<file path="config.mk">
export PLATFORM = sky130hd
export DESIGN_NAME = ufe_host_events
export DESIGN_NICKNAME = d
export VERILOG_FILES = /design/src/core/ufe_pkg.sv /design/src/core/ufe_frame_timer.sv /design/src/core/ufe_host_events.sv
export SDC_FILE = /design/constraint.sdc
export NUM_CORES = 1
export LEC_CHECK = 0
export ABC_AREA = 1
export BUFFER_PORTS_ARGS = -buffer_cell sky130_fd_sc_hd__buf_4
export CAP_MARGIN = 10
export CELL_PAD_IN_SITES_DETAIL_PLACEMENT = 2
export CELL_PAD_IN_SITES_GLOBAL_PLACEMENT = 2
export CORE_MARGIN = 5
export CORE_UTILIZATION = 33
export DETAILED_ROUTE_END_ITERATION = 10
export PLACE_DENSITY_LB_ADDON = 0.1
export SLEW_MARGIN = 10
export SYNTH_ARGS = -nofsm -noshare
export SYNTH_HDL_FRONTEND = slang
export SYNTH_HIERARCHICAL = 1
export SYNTH_SLANG_ARGS = --single-unit
</file>
<file path="constraint.sdc">
create_clock -name sys_clk_i -period 1.7 [get_ports sys_clk_i]
set_input_delay 0.085 -clock sys_clk_i [delete_from_list [all_inputs] [get_ports sys_clk_i]]
set_output_delay 0.085 -clock sys_clk_i [all_outputs]
set_load 0.05 [all_outputs]
</file>
<file path="src/core/ufe_pkg.sv">
// constants and register map of the usb host event and frame timer block
// ****************************************************************************
// Overview of operation
// - enable bit 9 passes the frame-timer expiry interrupt; zero blocks it
// - enable bits 7 and 6 gate remote-wakeup interrupts of port b and port a
// - enable bits 5 and 4 gate connect changes, se0 to j or j to se0
// - enable bit 0 gates transfer done for both ports
// - writing one to a status flag clears it; writing zero leaves it alone
// - host status register is reachable through the host parallel port
// - status bit 15 sets on both vbus valid edges, first host only
// - status bit 14 sets on both otg id edges, first host only
// - status bit 9 sets when the frame down counter expires
// - status bits 7 and 6 set on remote wakeup of port b and port a
// - status bits 5 and 4 set on start or end of se0 on port b, port a
// - status bits 3 and 2 show live se0 of port b and port a
// - status bit 0 sets when a transfer completes, shared by both ports
// - frame counter reloads from the 14-bit reload field on reaching zero
// - reload field defaults to 0x2ee0 after reset, a 1 ms frame
// - frame counter counts down once per 12 mhz timebase cycle
// - reading the reload register returns the programmed reload value
// - each write to the reload register clears that host's frame number
// - current counter value is readable in a separate read-only register
// ****************************************************************************
package ufe_pkg;

   // ************************************************************************
   // port widths
   // ************************************************************************
   localparam int ADDR_W   = 16;
   localparam int DATA_W   = 16;
   localparam int RELOAD_W = 14;
   localparam int N_HOST   = 2;

   // ************************************************************************
   // register addresses, index 0 is the first host, index 1 the second
   // ************************************************************************
   localparam logic [1:0][15:0] IEN_ADDR    = {16'hc0ac, 16'hc08c};
   localparam logic [1:0][15:0] STAT_ADDR   = {16'hc0b0, 16'hc090};
   localparam logic [1:0][15:0] RELOAD_ADDR = {16'hc0b2, 16'hc092};
   localparam logic [1:0][15:0] COUNT_ADDR  = {16'hc0b4, 16'hc094};

   // ************************************************************************
   // field positions inside the enable and status registers
   // ************************************************************************
   localparam int BIT_VBUS   = 15;
   localparam int BIT_ID     = 14;
   localparam int BIT_FRAME  = 9;
   localparam int BIT_WAKE_B = 7;
   localparam int BIT_WAKE_A = 6;
   localparam int BIT_CONN_B = 5;
   localparam int BIT_CONN_A = 4;
   localparam int BIT_SE0_B  = 3;
   localparam int BIT_SE0_A  = 2;
   localparam int BIT_DONE   = 0;

   // implemented enable and flag bits; otg bits exist in the first host only
   localparam logic [1:0][15:0] EVT_MASK = {16'h02f1, 16'hc2f1};

   // ************************************************************************
   // values after reset
   // ************************************************************************
   localparam logic [15:0]         IEN_RST    = 16'h0000;
   localparam logic [15:0]         FLAG_RST   = 16'h0000;
   localparam logic [RELOAD_W-1:0] RELOAD_RST = 14'h2ee0;

   // ************************************************************************
   // 12 mhz timebase made from the 20 mhz system clock by a fractional step
   // ************************************************************************
   localparam int          CLK_HZ  = 20_000_000;
   localparam int          TB_HZ   = 12_000_000;
   localparam logic [4:0]  TB_STEP = 5'(TB_HZ / 1_000_000);
   localparam logic [5:0]  TB_MOD  = 6'(CLK_HZ / 1_000_000);

endpackage : ufe_pkg

</file>
<file path="src/core/ufe_frame_timer.sv">
// frame down counter with automatic reload and expiry pulse
`timescale 1ns/100ps
module ufe_frame_timer
   import ufe_pkg::*;
#(
   parameter int CNT_W = RELOAD_W
)
(
   input  wire logic             sys_clk_i,
   input  wire logic             srst_i,
   input  wire logic             tick_i,
   input  wire logic [CNT_W-1:0] reload_i,
   output logic      [CNT_W-1:0] cnt_o,
   output logic                  expire_o
);

   // ************************************************************************
   // state
   // ************************************************************************
   typedef struct packed {
      logic [CNT_W-1:0] cnt;
      logic             expire;
   } ufe_tmr_t;

   ufe_tmr_t st_r;
   ufe_tmr_t st_nxt;

   // count down on each timebase tick, reload and flag on zero
   always_comb
   begin
      st_nxt        = st_r;
      st_nxt.expire = 1'b0;
      if (tick_i)
      begin
         if (st_r.cnt == '0)
         begin
            st_nxt.cnt    = reload_i;
            st_nxt.expire = 1'b1;
         end
         else
         begin
            st_nxt.cnt = st_r.cnt - 1'b1;
         end
      end
   end

   // register the state
   always_ff @(posedge sys_clk_i)
   begin
      if (srst_i)
      begin
         st_r.cnt    <= CNT_W'(RELOAD_RST);
         st_r.expire <= 1'b0;
      end
      else
      begin
         st_r <= st_nxt;
      end
   end

   assign cnt_o    = st_r.cnt;
   assign expire_o = st_r.expire;
endmodule : ufe_frame_timer

</file>
<file path="src/core/ufe_host_events.sv">
// host event flags, interrupt enables and frame timers of two host engines
`timescale 1ns/100ps
module ufe_host_events
   import ufe_pkg::*;
(
   input  wire logic              sys_clk_i,
   input  wire logic              srst_i,
   // host parallel port register access
   input  wire logic [ADDR_W-1:0] hpp_addr_i,
   input  wire logic              hpp_wr_i,
   input  wire logic              hpp_rd_i,
   input  wire logic [DATA_W-1:0] hpp_wdata_i,
   output logic      [DATA_W-1:0] hpp_rdata_o,
   // line and otg pins, asynchronous
   input  wire logic [3:0]        se0_i,
   input  wire logic              vbus_valid_i,
   input  wire logic              otg_id_i,
   // event pulses from the serial engines, same clock
   input  wire logic [3:0]        wake_det_i,
   input  wire logic [1:0]        xfer_done_i,
   // outputs
   output logic      [1:0]        irq_o,
   output logic      [1:0]        frame_num_clr_o
);

   // ************************************************************************
   // state of the block
   // ************************************************************************
   typedef struct packed {
      logic [1:0][15:0]         ien;      // interrupt enables per host
      logic [1:0][15:0]         flag;     // sticky event flags per host
      logic [1:0][RELOAD_W-1:0] reload;   // frame period reload per host
      logic [5:0]               pin_s1;   // first synchroniser stage
      logic [5:0]               pin_s2;   // second synchroniser stage
      logic [5:0]               pin_d;    // delayed copy for edge detect
      logic [4:0]               tb_acc;   // fractional timebase accumulator
      logic                     tick;     // one 12 mhz timebase step
      logic [15:0]              rdata;    // read data held for the port
      logic [1:0]               fclr;     // frame number clear pulses
   } ufe_state_t;

   ufe_state_t st_r;
   ufe_state_t st_nxt;

   // pin vector layout: se0 of h1a, h1b, h2a, h2b, then vbus, then id
   localparam int PIN_VBUS = 4;
   localparam int PIN_ID   = 5;

   logic [5:0]               pin_edge;
   logic [5:0]               acc_sum;
   logic [5:0]               acc_wrap;
   logic [1:0][RELOAD_W-1:0] tmr_cnt;
   logic [1:0]               tmr_exp;

   // ************************************************************************
   // frame timers, one per host
   // ************************************************************************
   for (genvar h = 0; h < N_HOST; h++)
   begin : g_tmr
      ufe_frame_timer #(
         .CNT_W    (RELOAD_W)
      ) u_tmr (
         .sys_clk_i (sys_clk_i),
         .srst_i    (srst_i),
         .tick_i    (st_r.tick),
         .reload_i  (st_r.reload[h]),
         .cnt_o     (tmr_cnt[h]),
         .expire_o  (tmr_exp[h])
      );
   end

   // ************************************************************************
   // edges of the synchronised pins and timebase step
   // ************************************************************************
   // both edges of each line; the first stage is read by nobody else
   assign pin_edge = st_r.pin_s2 ^ st_r.pin_d;
   assign acc_sum  = {1'b0, st_r.tb_acc} + {1'b0, TB_STEP};
   assign acc_wrap = acc_sum - TB_MOD;

   // next state: sync, timebase, flags, register writes and reads
   always_comb
   begin
      logic [15:0] set_v;
      logic [15:0] clr_v;
      set_v = '0;
      clr_v = '0;
      st_nxt = st_r;

      // two flip-flops before any logic looks at a pin
      st_nxt.pin_s1 = {otg_id_i, vbus_valid_i, se0_i};
      st_nxt.pin_s2 = st_r.pin_s1;
      st_nxt.pin_d  = st_r.pin_s2;

      // 12 of every 20 system clocks carry a timebase step
      if (acc_sum >= TB_MOD)
      begin
         st_nxt.tb_acc = acc_wrap[4:0];
         st_nxt.tick   = 1'b1;
      end
      else
      begin
         st_nxt.tb_acc = acc_sum[4:0];
         st_nxt.tick   = 1'b0;
      end

      // clear pulses last a single cycle
      st_nxt.fclr = 2'b00;
      if (hpp_rd_i)
      begin
         st_nxt.rdata = '0;   // unmapped addresses read as zero
      end

      for (int h = 0; h < N_HOST; h++)
      begin
         // events of this host
         set_v             = '0;
         set_v[BIT_FRAME]  = tmr_exp[h];
         set_v[BIT_WAKE_B] = wake_det_i[2*h+1];
         set_v[BIT_WAKE_A] = wake_det_i[2*h];
         set_v[BIT_CONN_B] = pin_edge[2*h+1];
         set_v[BIT_CONN_A] = pin_edge[2*h];
         set_v[BIT_DONE]   = xfer_done_i[h];
         // the second host has no otg pins; its bits stay reserved
         if (h == 0)
         begin
            set_v[BIT_VBUS] = pin_edge[PIN_VBUS];
            set_v[BIT_ID]   = pin_edge[PIN_ID];
         end

         // write one to clear; a new event in the same cycle wins
         clr_v = '0;
         if (hpp_wr_i && hpp_addr_i == STAT_ADDR[h])
         begin
            clr_v = hpp_wdata_i;
         end
         st_nxt.flag[h] = ((st_r.flag[h] & ~clr_v) | set_v) & EVT_MASK[h];

         // writes of enables and reload value
         if (hpp_wr_i)
         begin
            if (hpp_addr_i == IEN_ADDR[h])
            begin
               st_nxt.ien[h] = hpp_wdata_i & EVT_MASK[h];
            end
            else if (hpp_addr_i == RELOAD_ADDR[h])
            begin
               st_nxt.reload[h] = hpp_wdata_i[RELOAD_W-1:0];
               st_nxt.fclr[h]   = 1'b1;
            end
         end

         // reads through the host parallel port
         if (hpp_rd_i)
         begin
            if (hpp_addr_i == IEN_ADDR[h])
            begin
               st_nxt.rdata = st_r.ien[h];
            end
            else if (hpp_addr_i == STAT_ADDR[h])
            begin
               st_nxt.rdata             = st_r.flag[h];
               st_nxt.rdata[BIT_SE0_B]  = st_r.pin_s2[2*h+1];
               st_nxt.rdata[BIT_SE0_A]  = st_r.pin_s2[2*h];
            end
            else if (hpp_addr_i == RELOAD_ADDR[h])
            begin
               st_nxt.rdata = {2'b00, st_r.reload[h]};
            end
            else if (hpp_addr_i == COUNT_ADDR[h])
            begin
               st_nxt.rdata = {2'b00, tmr_cnt[h]};
            end
         end
      end
   end

   // register the state
   always_ff @(posedge sys_clk_i)
   begin
      if (srst_i)
      begin
         st_r        <= '0;
         st_r.ien    <= {IEN_RST, IEN_RST};
         st_r.flag   <= {FLAG_RST, FLAG_RST};
         // the timers restart from the same default period
         st_r.reload <= {RELOAD_RST, RELOAD_RST};
      end
      else
      begin
         st_r <= st_nxt;
      end
   end

   // ************************************************************************
   // outputs
   // ************************************************************************
   // request while any enabled flag is pending
   assign irq_o[0] = |(st_r.flag[0] & st_r.ien[0]);
   assign irq_o[1] = |(st_r.flag[1] & st_r.ien[1]);

   assign hpp_rdata_o     = st_r.rdata;
   assign frame_num_clr_o = st_r.fclr;
endmodule : ufe_host_events

</file>
==> results of run 1 <==
-- state kept, by name, indices dropped and copies added, names as in the netlist --
name                  cells
st_r                     66
g_tmr.u_tmr/cnt_o        28
hpp_rdata_o              16
st_nxt                   12
frame_num_clr_o           2
g_tmr.u_tmr/expire_o      2
-- per-stage QoR --
stage | total power, mW | TNS (ns)
final | 9.290 | 0
after global placement | 5.614 | -0.07878
after floorplan | 4.919 | 0
after detailed placement | 5.703 | -0.8822
after global routing | 9.802 | -0.003355
after CTS | 9.376 | 0
-- cell families after synthesis --
group	synth area share
DFF	0.3652
buffers and inverters	0.1326
xor gates and xnor gates	0.01775
adders and majority gates	0.007247
and+or+nand+nor	0.3098
AOI/OAI and AO/OA	0.1674
-- power by group through the flow --
stage / clock (mW) / sequential [mW] / combinational, mW
after floorplan: 0 / 3.50 / 1.42
after global placement: 0 / 3.56 / 2.06
after detailed placement: 0 / 3.56 / 2.14
after CTS: 3.64 / 3.50 / 2.23
after global routing: 3.77 / 3.54 / 2.49
final: 3.57 / 3.50 / 2.21
-- per-layer routing --
layer / global-route usage / vias up
met5: 0 / -
met4: 0.05593 / 0
met3: 0.03777 / 26
met2: 0.4010 / 101
met1: 0.2745 / 3457
li1: - / 3426
-- layout make-up --
type                            count  share of cell area
Clock buffer                       18             0.05038
Clock inverter                     14             0.01392
Inverter                          151             0.06631
Multi-Input combinational cell    679              0.3999
Sequential cell                   126              0.2894
Tap cell                          275             0.03947
Timing Repair Buffer              142              0.1407
-- critical path, delay by kind of cell, from the launching register on --
kind	cells	cell delay [ns]
compound gates	2	0.46
flops	1	0.35
buf+inv	1	0.20
simple gates	1	0.10
-- path summary, 6_finish.rpt --
check / to / start / depth (start not counted)
max: irq_o[0] / st_r[77]$_SDFF_PP0_ / 4
min: st_r[48]$_SDFFE_PP1P_ / hpp_wdata_i[6] / 3
min reg2reg: st_nxt[29]$_SDFF_PP0_ / st_nxt[35]$_SDFF_PP0_ / 2
max reg2reg: g_tmr[0].u_tmr/cnt_o[6]$_SDFFE_PP1P_ / g_tmr[0].u_tmr/cnt_o[1]$_SDFFE_PP0P_ / 7
-- synth_stat cells (all sizes together) --
master	instances	area share
xor2	4	0.0051
nor3	4	0.0045
a21oi	97	0.071
ha	4	0.0072
or2	1	0.00091
o21bai	6	0.0065
nand2	248	0.14
a22o	2	0.0025
a211oi	3	0.0033
nand3b	3	0.0033
clkinv	4	0.0038
o211ai	25	0.027
o21ai	68	0.049
nand3	72	0.056
dfxtp	126	0.37
clkbuf	15	0.0082
buf	38	0.041
inv	147	0.080
o22ai	1	0.00091
xnor2	10	0.013
a221oi	4	0.0051
nor2	114	0.086
nand4	12	0.015
o221ai	1	0.0013
-- what timing repair did --
action | in CTS | in global routing
resized for setup | 1 | 3
endpoints found under the setup margin | 1 | 18
hold buffers | 29 | 0
endpoints found under the hold margin | 36 | 0
pin swaps | 0 | 2
setup buffers | 0 | 1
==> impl_metrics.env, run 1 <==
export IMPL_final_common_cell="nand2_1"
export IMPL_holdWs_ns=0.04068
export IMPL_dr_pass1_iters=4
export IMPL_required_ns=1.62
export IMPL_tightest_slew_ns=0.5863
export IMPL_cts_tree="yes"
export IMPL_r2r_setup_slack_ns=0.10
export IMPL_crit_slowest_cell="dfxtp_1"
export IMPL_drc_errors=0
export IMPL_multi_input_area_sq_mm=0.003486
export IMPL_synth_area_sq_mm=0.006907
export IMPL_slew_violations=0
export IMPL_fin_area_sq_mm=0.008717
export IMPL_final_hold_viol_count=0
export IMPL_ys_ff_latch=126
export IMPL_dp_cells=1343
export IMPL_power_leakage_nw=4.089
export IMPL_post_place_ws_ns=-0.1144
export IMPL_max_freq_mhz=618.9
export IMPL_final_period_utilization=0.9504
export IMPL_fp_dieW_um=154.7
export IMPL_dr_max_layer_used="met4"
export IMPL_diodes=0
export IMPL_fill_cells=2489
export IMPL_fin_ws_ns=0.08431
export IMPL_p_per_area_mw_per_mm2=1066
export IMPL_cts_buffer_depth=2
export IMPL_postRouteAntennaNets=0
export IMPL_final_cell_mix="nand2_1 (232), inv_1 (136), dfxtp_1 (126)"
export IMPL_antenna_found_initial=0
export IMPL_synthCells=1009
export IMPL_setup_viol=0
export IMPL_drive_gt1_frac=0.1894
export IMPL_wl_um=25900
export IMPL_vdd_drop_max_v=0.0005634
export IMPL_grt_pass1_wl_um=41980
export IMPL_wl_met3_um=760
export IMPL_yosysUniqueCellTypes=41
export IMPL_htreeDepth=4
export IMPL_wire_per_inst_um=18.44
export IMPL_syn_num_nets=1061
export IMPL_max_cap_violations=0
export IMPL_sw_frac_of_total=0.3563
export IMPL_cts_buffers=17
export IMPL_hold_class="input port to flip-flop"
export IMPL_clk_pin_slew_ns=0.06
export IMPL_placed_area_sq_mm=0.007841
export IMPL_utilization=0.4186
export IMPL_register_area_sq_mm=0.002522
export IMPL_worstPathArrival_ns=1.53
export IMPL_grt_usage=0.2223
export IMPL_crit_path_max_incr_delay_ns=0.35
export IMPL_clock_root_buffer="clkbuf_16"
export IMPL_internal_power_mw=5.980
export IMPL_layout_nets=1169
export IMPL_stdcell_count=1405
export IMPL_grt_pass1_vias=7727
export IMPL_rows=53
export IMPL_clock_sinks=126
export IMPL_syn_area_per_cell_sq_um=6.845
export IMPL_ys_seq_area_frac=0.3652
export IMPL_dr_wl_met2_um=13140
export IMPL_area_delta_synth_final_pct=26.21
export IMPL_pwr_share_comb=0.238
export IMPL_min_period_ns=1.616
export IMPL_p_seq_frac=0.377
export IMPL_critPathCaptureType="output pin"
export IMPL_fp_dieH_um=154.7
export IMPL_grt_max_degree=85
export IMPL_numPortBuffers=67
export IMPL_path_cells="a22o_1, a221oi_1, nand2_1, buf_4"
export IMPL_p_sw_mw=3.310
export IMPL_start_util=0.3317
export IMPL_status="finished, final reports clean"
export IMPL_drt_vias_per_instance=4.989
export IMPL_io_pins=68
export IMPL_coreArea_sq_mm=0.02082
export IMPL_slew_headroom=0.6087
export IMPL_insertion_delay_ns=0.43
export IMPL_place_hpwl_um=18600
export IMPL_wl_met1_um=11600
export IMPL_clockPowerShare=0.385
export IMPL_gp_congestion=0.8292
export IMPL_grt_overflow_total=0
export IMPL_vias=7010
export IMPL_worst_setup_path_start_kind="flip-flop"
export IMPL_die_area_sq_mm=0.02392
export IMPL_cp_max_fo=3
export IMPL_skew_ns=0.01077
export IMPL_yosys_warnings=6
export IMPL_dr_first_iter_drc_count=251
export IMPL_critPathKind="flip-flop to output pin"
No activity file was read; power rests on OpenSTA's default activity.
==> run 2, diff against run 1 <==
--- a/config.mk
+++ b/config.mk
@@ -14,6 +14,7 @@
 export CORE_UTILIZATION = 33
 export DETAILED_ROUTE_END_ITERATION = 10
 export PLACE_DENSITY_LB_ADDON = 0.1
+export REMOVE_ABC_BUFFERS = 1
 export SLEW_MARGIN = 10
 export SYNTH_ARGS = -nofsm -noshare
 export SYNTH_HDL_FRONTEND = slang
==> run 2 against run 1 <==
  * Critical path depth did not move
  * Sequential share of layout area up 0.17 points
  * Register-to-register slack is essentially flat
  * Worst hold slack better by 0.13 ns
  * Sequential cell count is the same
  * Fmax down 0.60%
  * Setup slack worse by 0.0098 ns
  * Clock power increased by 5%
  * Global-route usage shrank 1.1 points
  * Wire length shrank 4.0%
  * Cell count shrank 0.71%
  * Utilization down 0.24 points
  * Critical endpoint unchanged
  * Largest power group unchanged
  * Highest routed layer unchanged
==> impl_metrics.env, run 2 (same netlist as run 1, synthesis figures left out) <==
export IMPL_cts_buffer_depth=2
export IMPL_status="finished, final reports clean"
export IMPL_worstPathArrival_ns=1.54
export IMPL_r2r_setup_slack_ns=0.11
export IMPL_diodes=0
export IMPL_post_place_ws_ns=-0.08069
export IMPL_power_leakage_nw=4.062
export IMPL_wl_um=24870
export IMPL_path_cells="a22o_1, a221oi_1, nand2_1, buf_4"
export IMPL_fp_dieW_um=154.7
export IMPL_gp_congestion=0.7830
export IMPL_fin_area_sq_mm=0.008667
export IMPL_critPathKind="flip-flop to output pin"
export IMPL_setup_viol=0
export IMPL_p_sw_mw=3.206
export IMPL_io_pins=68
export IMPL_cts_buffers=17
export IMPL_postRouteAntennaNets=0
export IMPL_numPortBuffers=67
export IMPL_rsz0062_at_grt="false"
export IMPL_p_per_area_mw_per_mm2=1085
export IMPL_skew_ns=0.01107
export IMPL_final_period_utilization=0.9562
export IMPL_grt_pass1_vias=7447
export IMPL_reg2reg_from="g_tmr[1].u_tmr/cnt_o[0]$_SDFFE_PP0P_"
export IMPL_sw_frac_of_total=0.3408
export IMPL_vias=6866
export IMPL_min_from="srst_i"
export IMPL_max_freq_mhz=615.2
export IMPL_antenna_found_initial=0
export IMPL_insertion_delay_ns=0.42
export IMPL_holdWs_ns=0.1735
export IMPL_layout_nets=1159
export IMPL_die_area_sq_mm=0.02392
export IMPL_crit_family="compound AO/OA/AOI/OAI gates"
export IMPL_hold_path_end="st_r[65]$_SDFFE_PP1P_"
export IMPL_dr_first_iter_drc_count=214
export IMPL_r2r_worst_path_cells=9
export IMPL_p_total_mw=9.408
export IMPL_fp_dieH_um=154.7
export IMPL_place_hpwl_um=17780
export IMPL_clock_sinks=126
export IMPL_clockPowerShare=0.397
export IMPL_vdd_drop_max_v=0.0006157
export IMPL_largest_register_ffs=66
export IMPL_max_cap_violations=0
export IMPL_rows=53
export IMPL_wire_per_inst_um=17.83
export IMPL_stdcell_count=1395
export IMPL_drt_vias_per_instance=4.922
export IMPL_clk_pin_slew_ns=0.06
export IMPL_internal_power_mw=6.201
export IMPL_slew_headroom=0.6193
export IMPL_critPathBufInv=1
export IMPL_drive_gt1_frac=0.1813
export IMPL_crit_slowest_cell="dfxtp_1"
export IMPL_grt_usage=0.2114
export IMPL_hold_class="input port to flip-flop"
export IMPL_final_cell_mix="nand2_1 (232), inv_1 (135), dfxtp_1 (126)"
export IMPL_reg2reg_to="g_tmr[1].u_tmr/cnt_o[10]$_SDFFE_PP1P_"
export IMPL_p_seq_frac=0.371
export IMPL_setup_tns_ns=0
export IMPL_coreArea_sq_mm=0.02082
export IMPL_area_delta_synth_final_pct=25.49
export IMPL_grt_overflow_total=0
export IMPL_worst_setup_path_start_kind="flip-flop"
export IMPL_cp_max_fo=3
export IMPL_slew_violations=0
export IMPL_min_period_ns=1.625
export IMPL_cts_tree="yes"
export IMPL_drc_errors=0
export IMPL_grt_max_degree=85
export IMPL_htreeDepth=4
export IMPL_tightest_slew_ns=0.5704
export IMPL_fin_ws_ns=0.07452
export IMPL_min_path_cells=4
export IMPL_pwr_share_comb=0.232
export IMPL_clock_root_buffer="clkbuf_16"
export IMPL_required_ns=1.62
export IMPL_final_hold_viol_count=0
export IMPL_grt_pass1_wl_um=40390
export IMPL_top_register="st_r"
export IMPL_utilization=0.4162
export IMPL_dr_pass1_iters=4
export IMPL_placed_area_sq_mm=0.007746
export IMPL_dp_cells=1332
export IMPL_final_common_cell="nand2_1"
export IMPL_crit_path_max_incr_delay_ns=0.34
export IMPL_start_util=0.3317
export IMPL_critPathCaptureType="output pin"
==> run 2: changes by cell type in the layout (fill, tap and decap cells not counted), sizes merged <==
cell,change
bufinv,+2
buf,-11
dlygate4sd3,+1
clkinv,+2
clkinvlp,-1
inv,-3
==> run 2: power by group through the flow <==
stage / logic, mW / clock network [mW] / registers [mW]
detailed placement: 2.12 / 0 / 3.55
global route: 2.47 / 3.96 / 3.53
finish: 2.18 / 3.74 / 3.49
CTS: 2.21 / 3.81 / 3.50
floorplan: 1.33 / 0 / 3.53
global placement: 2.05 / 0 / 3.54
==> run 2: worst register-to-register path, stage by stage (launching register included) <==
cell,delay (ns)
dfxtp_1,0.33
inv_2,0.08
ha_1,0.25
nand2_4,0.10
nor2_8,0.19
nand4_4,0.20
nor2_1,0.14
nor2_1,0.06
nand2_1,0.09
nand2_1,0.04
==> run 2: per-layer routing <==
metal | global-route usage | up-vias | share of wire
met4 | 0.03280 | 0 | 0.0052
met3 | 0.03358 | 10 | 0.024
met2 | 0.3873 | 80 | 0.52
met5 | 0 | - | 0
met1 | 0.2659 | 3360 | 0.45
li1 | - | 3416 | -
==> run 2: area by class of cell <==
type	instances	area, sq um
clock buffers	18	429.2
clock inverters	14	158.9
fillers	2513	12160
inverters	151	578.1
multi-input cells	679	3490
flip-flops and latches	126	2522
well taps	275	344.1
repair buffers	132	1145
==> run 2: timing repair <==
action,CTS,global route
resized for setup,1,5
setup endpoints to repair,1,4
hold buffers,30,0
hold endpoints to repair,36,0
setup buffers,0,1
pin swaps,0,0
==> run 2: how the worst max path moves through the flow <==
stage | startpoint | to | slack [ns] | cells after the start
floorplan | hpp_addr_i[11] | st_r[56]$_SDFFE_PP0P_ | -0.01 | 9
global placement | hpp_addr_i[11] | hpp_rdata_o[0]$_SDFF_PP0_ | -0.06 | 16
detailed placement | hpp_addr_i[11] | hpp_rdata_o[7]$_SDFF_PP0_ | -0.08 | 17
CTS | st_r[124]$_SDFFE_PP0P_ | irq_o[1] | 0.007 | 5
global route | hpp_addr_i[11] | st_r[122]$_SDFFE_PP0P_ | 0.003 | 10
finish | st_r[77]$_SDFF_PP0_ | irq_o[0] | 0.07 | 4
==> run 3, diff against run 2 <==
--- a/config.mk
+++ b/config.mk
@@ -10,7 +10,7 @@
 export CAP_MARGIN = 10
 export CELL_PAD_IN_SITES_DETAIL_PLACEMENT = 2
 export CELL_PAD_IN_SITES_GLOBAL_PLACEMENT = 2
-export CORE_MARGIN = 5
+export CORE_MARGIN = 1.5
 export CORE_UTILIZATION = 33
 export DETAILED_ROUTE_END_ITERATION = 10
 export PLACE_DENSITY_LB_ADDON = 0.1
==> run 3 against run 2 <==
  * The flow now finishes with violations (setup timing)
  * Largest cell class unchanged
  * Via count is 2.1% higher
  * Largest power group unchanged
  * Global-route usage increased by 3.1 points
  * Critical path type unchanged
  * Cell count rose by 0.65%
  * Wire length increased by 2.6%
  * Fmax shrank 4.8%
==> impl_metrics.env, run 3 (same netlist as run 1, synthesis figures left out) <==
export IMPL_cts_buffer_depth=2
export IMPL_crit_slowest_cell="dfxtp_1"
export IMPL_drc_errors=0
export IMPL_max_freq_mhz=585.4
export IMPL_required_ns=1.62
export IMPL_die_area_sq_mm=0.02181
export IMPL_setup_viol=1
export IMPL_cp_max_fo=3
export IMPL_postRouteAntennaNets=0
export IMPL_grt_pass1_wl_um=41200
export IMPL_slew_headroom=0.6116
export IMPL_power_leakage_nw=4.124
export IMPL_insertion_delay_ns=0.43
export IMPL_p_per_area_mw_per_mm2=1088
export IMPL_worst_setup_path_start_kind="flip-flop"
export IMPL_dr_first_iter_drc_count=326
export IMPL_min_period_ns=1.708
export IMPL_hold_class="input port to flip-flop"
export IMPL_coreArea_sq_mm=0.02036
export IMPL_path_cells="a22o_1, a221oi_2, nand2_1, buf_6"
export IMPL_skew_ns=0.01014
export IMPL_final_common_cell="nand2_1"
export IMPL_grt_overflow_total=0
export IMPL_vias=7008
export IMPL_cts_buffers=17
export IMPL_dr_pass1_iters=5
export IMPL_drt_vias_per_instance=4.991
export IMPL_htreeDepth=4
export IMPL_area_delta_synth_final_pct=26.96
export IMPL_io_pins=68
export IMPL_slew_violations=0
export IMPL_gp_congestion=0.8108
export IMPL_crit_path_max_incr_delay_ns=0.35
export IMPL_clk_pin_slew_ns=0.06
export IMPL_holdWs_ns=0.01763
export IMPL_final_period_utilization=1.005
export IMPL_fin_ws_ns=-0.008172
export IMPL_fp_dieH_um=147.7
export IMPL_worstPathArrival_ns=1.62
export IMPL_max_cap_violations=0
export IMPL_rsz0062_at_grt="true"
export IMPL_critPathKind="flip-flop to output pin"
export IMPL_tightest_slew_ns=0.5819
export IMPL_critPathCaptureType="output pin"
export IMPL_fill_cells=2388
export IMPL_largest_register_ffs=66
export IMPL_grt_usage=0.2421
export IMPL_placed_area_sq_mm=0.007775
export IMPL_final_hold_viol_count=0
export IMPL_clock_root_buffer="clkbuf_16"
export IMPL_clock_sinks=126
export IMPL_numPortBuffers=67
export IMPL_wl_um=25530
export IMPL_wire_per_inst_um=18.18
export IMPL_utilization=0.4306
export IMPL_fin_area_sq_mm=0.008768
export IMPL_cts_tree="yes"
export IMPL_rows=52
export IMPL_fp_dieW_um=147.7
export IMPL_final_cell_mix="nand2_1 (232), inv_1 (135), dfxtp_1 (123)"
export IMPL_layout_nets=1173
export IMPL_grt_pass1_vias=7657
export IMPL_antenna_found_initial=0
export IMPL_diodes=0
export IMPL_vdd_drop_max_v=0.0006111
export IMPL_grt_max_degree=55
export IMPL_place_hpwl_um=17800
export IMPL_status="complete, but fails checks"
export IMPL_drive_gt1_frac=0.1940
export IMPL_start_util=0.3391
export IMPL_top_register="st_r"
export IMPL_violations="setup timing"
[run 3: area by class of cell]
cell class	count	area [sq um]	share of cell area
clock buffers	22	464.2	0.05294
clock inverters	10	137.6	0.01570
inverters	151	578.1	0.06592
multi-input cells	679	3497	0.3988
flip-flops and latches	126	2526	0.2881
well taps	270	337.8	0.03853
repair buffers	146	1227	0.1400
[run 3: worst max-delay path, delay by kind of cell (launching register included)]
kind,cells,cell delay (ns)
AO/OA/AOI/OAI,2,0.51
buffers and inverters,1,0.18
flip-flops,1,0.35
AND/OR/NAND/NOR,1,0.15
[run 3: stage by stage]
step / instances / setup slack, ns / total power [mW] / TNS, ns
4_1_cts: 1398 / -0.03377 / 9.609 / -0.03377
2_1_floorplan: 956 / -0.01464 / 4.857 / -0.05855
3_3_place_gp: 1335 / -0.08002 / 5.602 / -0.09565
5_1_grt: 1404 / -0.02056 / 10.05 / -0.02056
3_5_place_dp: 1335 / -0.1173 / 5.686 / -0.4746
6_report: 1404 / -0.008172 / 9.536 / -0.008172
[run 3: worst paths after layout]
| path | startpoint | to | slack [ns] | depth (start not counted) |
|---|---|---|---|---|
| min | hpp_wdata_i[10] | st_r[66]$_SDFFE_PP1P_ | 0.02 | 3 |
| min reg2reg | st_nxt[30]$_SDFF_PP0_ | st_nxt[24]$_SDFF_PP0_ | 0.40 | 2 |
| max reg2reg | g_tmr[0].u_tmr/cnt_o[0]$_SDFFE_PP0P_ | g_tmr[0].u_tmr/cnt_o[1]$_SDFFE_PP0P_ | 0.14 | 8 |
| max | st_r[108]$_SDFFE_PP0P_ | irq_o[0] | -0.008 | 4 |
[run 3: layer usage]
layer,vias up,share of wire,track usage
met3,34,0.021,0.03333
met5,-,0,0
li1,3436,-,-
met1,3437,0.46,0.3069
met2,101,0.50,0.4243
met4,0,0.020,0.07450
[run 3: power by group]
group | switching [mW] | internal [mW] | total [mW] | leakage, nW
logic | 1.39 | 0.818 | 2.21 | 2.81
registers | 0.285 | 3.20 | 3.49 | 1.03
clock network | 1.45 | 2.38 | 3.84 | 0.290
total | 3.13 | 6.40 | 9.54 | 4.12
[run 3: what timing repair did]
action | CTS | global route
gates resized for setup | 2 | 10
pin swaps | 0 | 2
cloned | 0 | 0
endpoints found under the hold margin | 40 | 0
setup endpoints to repair | 2 | 12
hold buffers | 31 | 0
setup buffers | 0 | 6
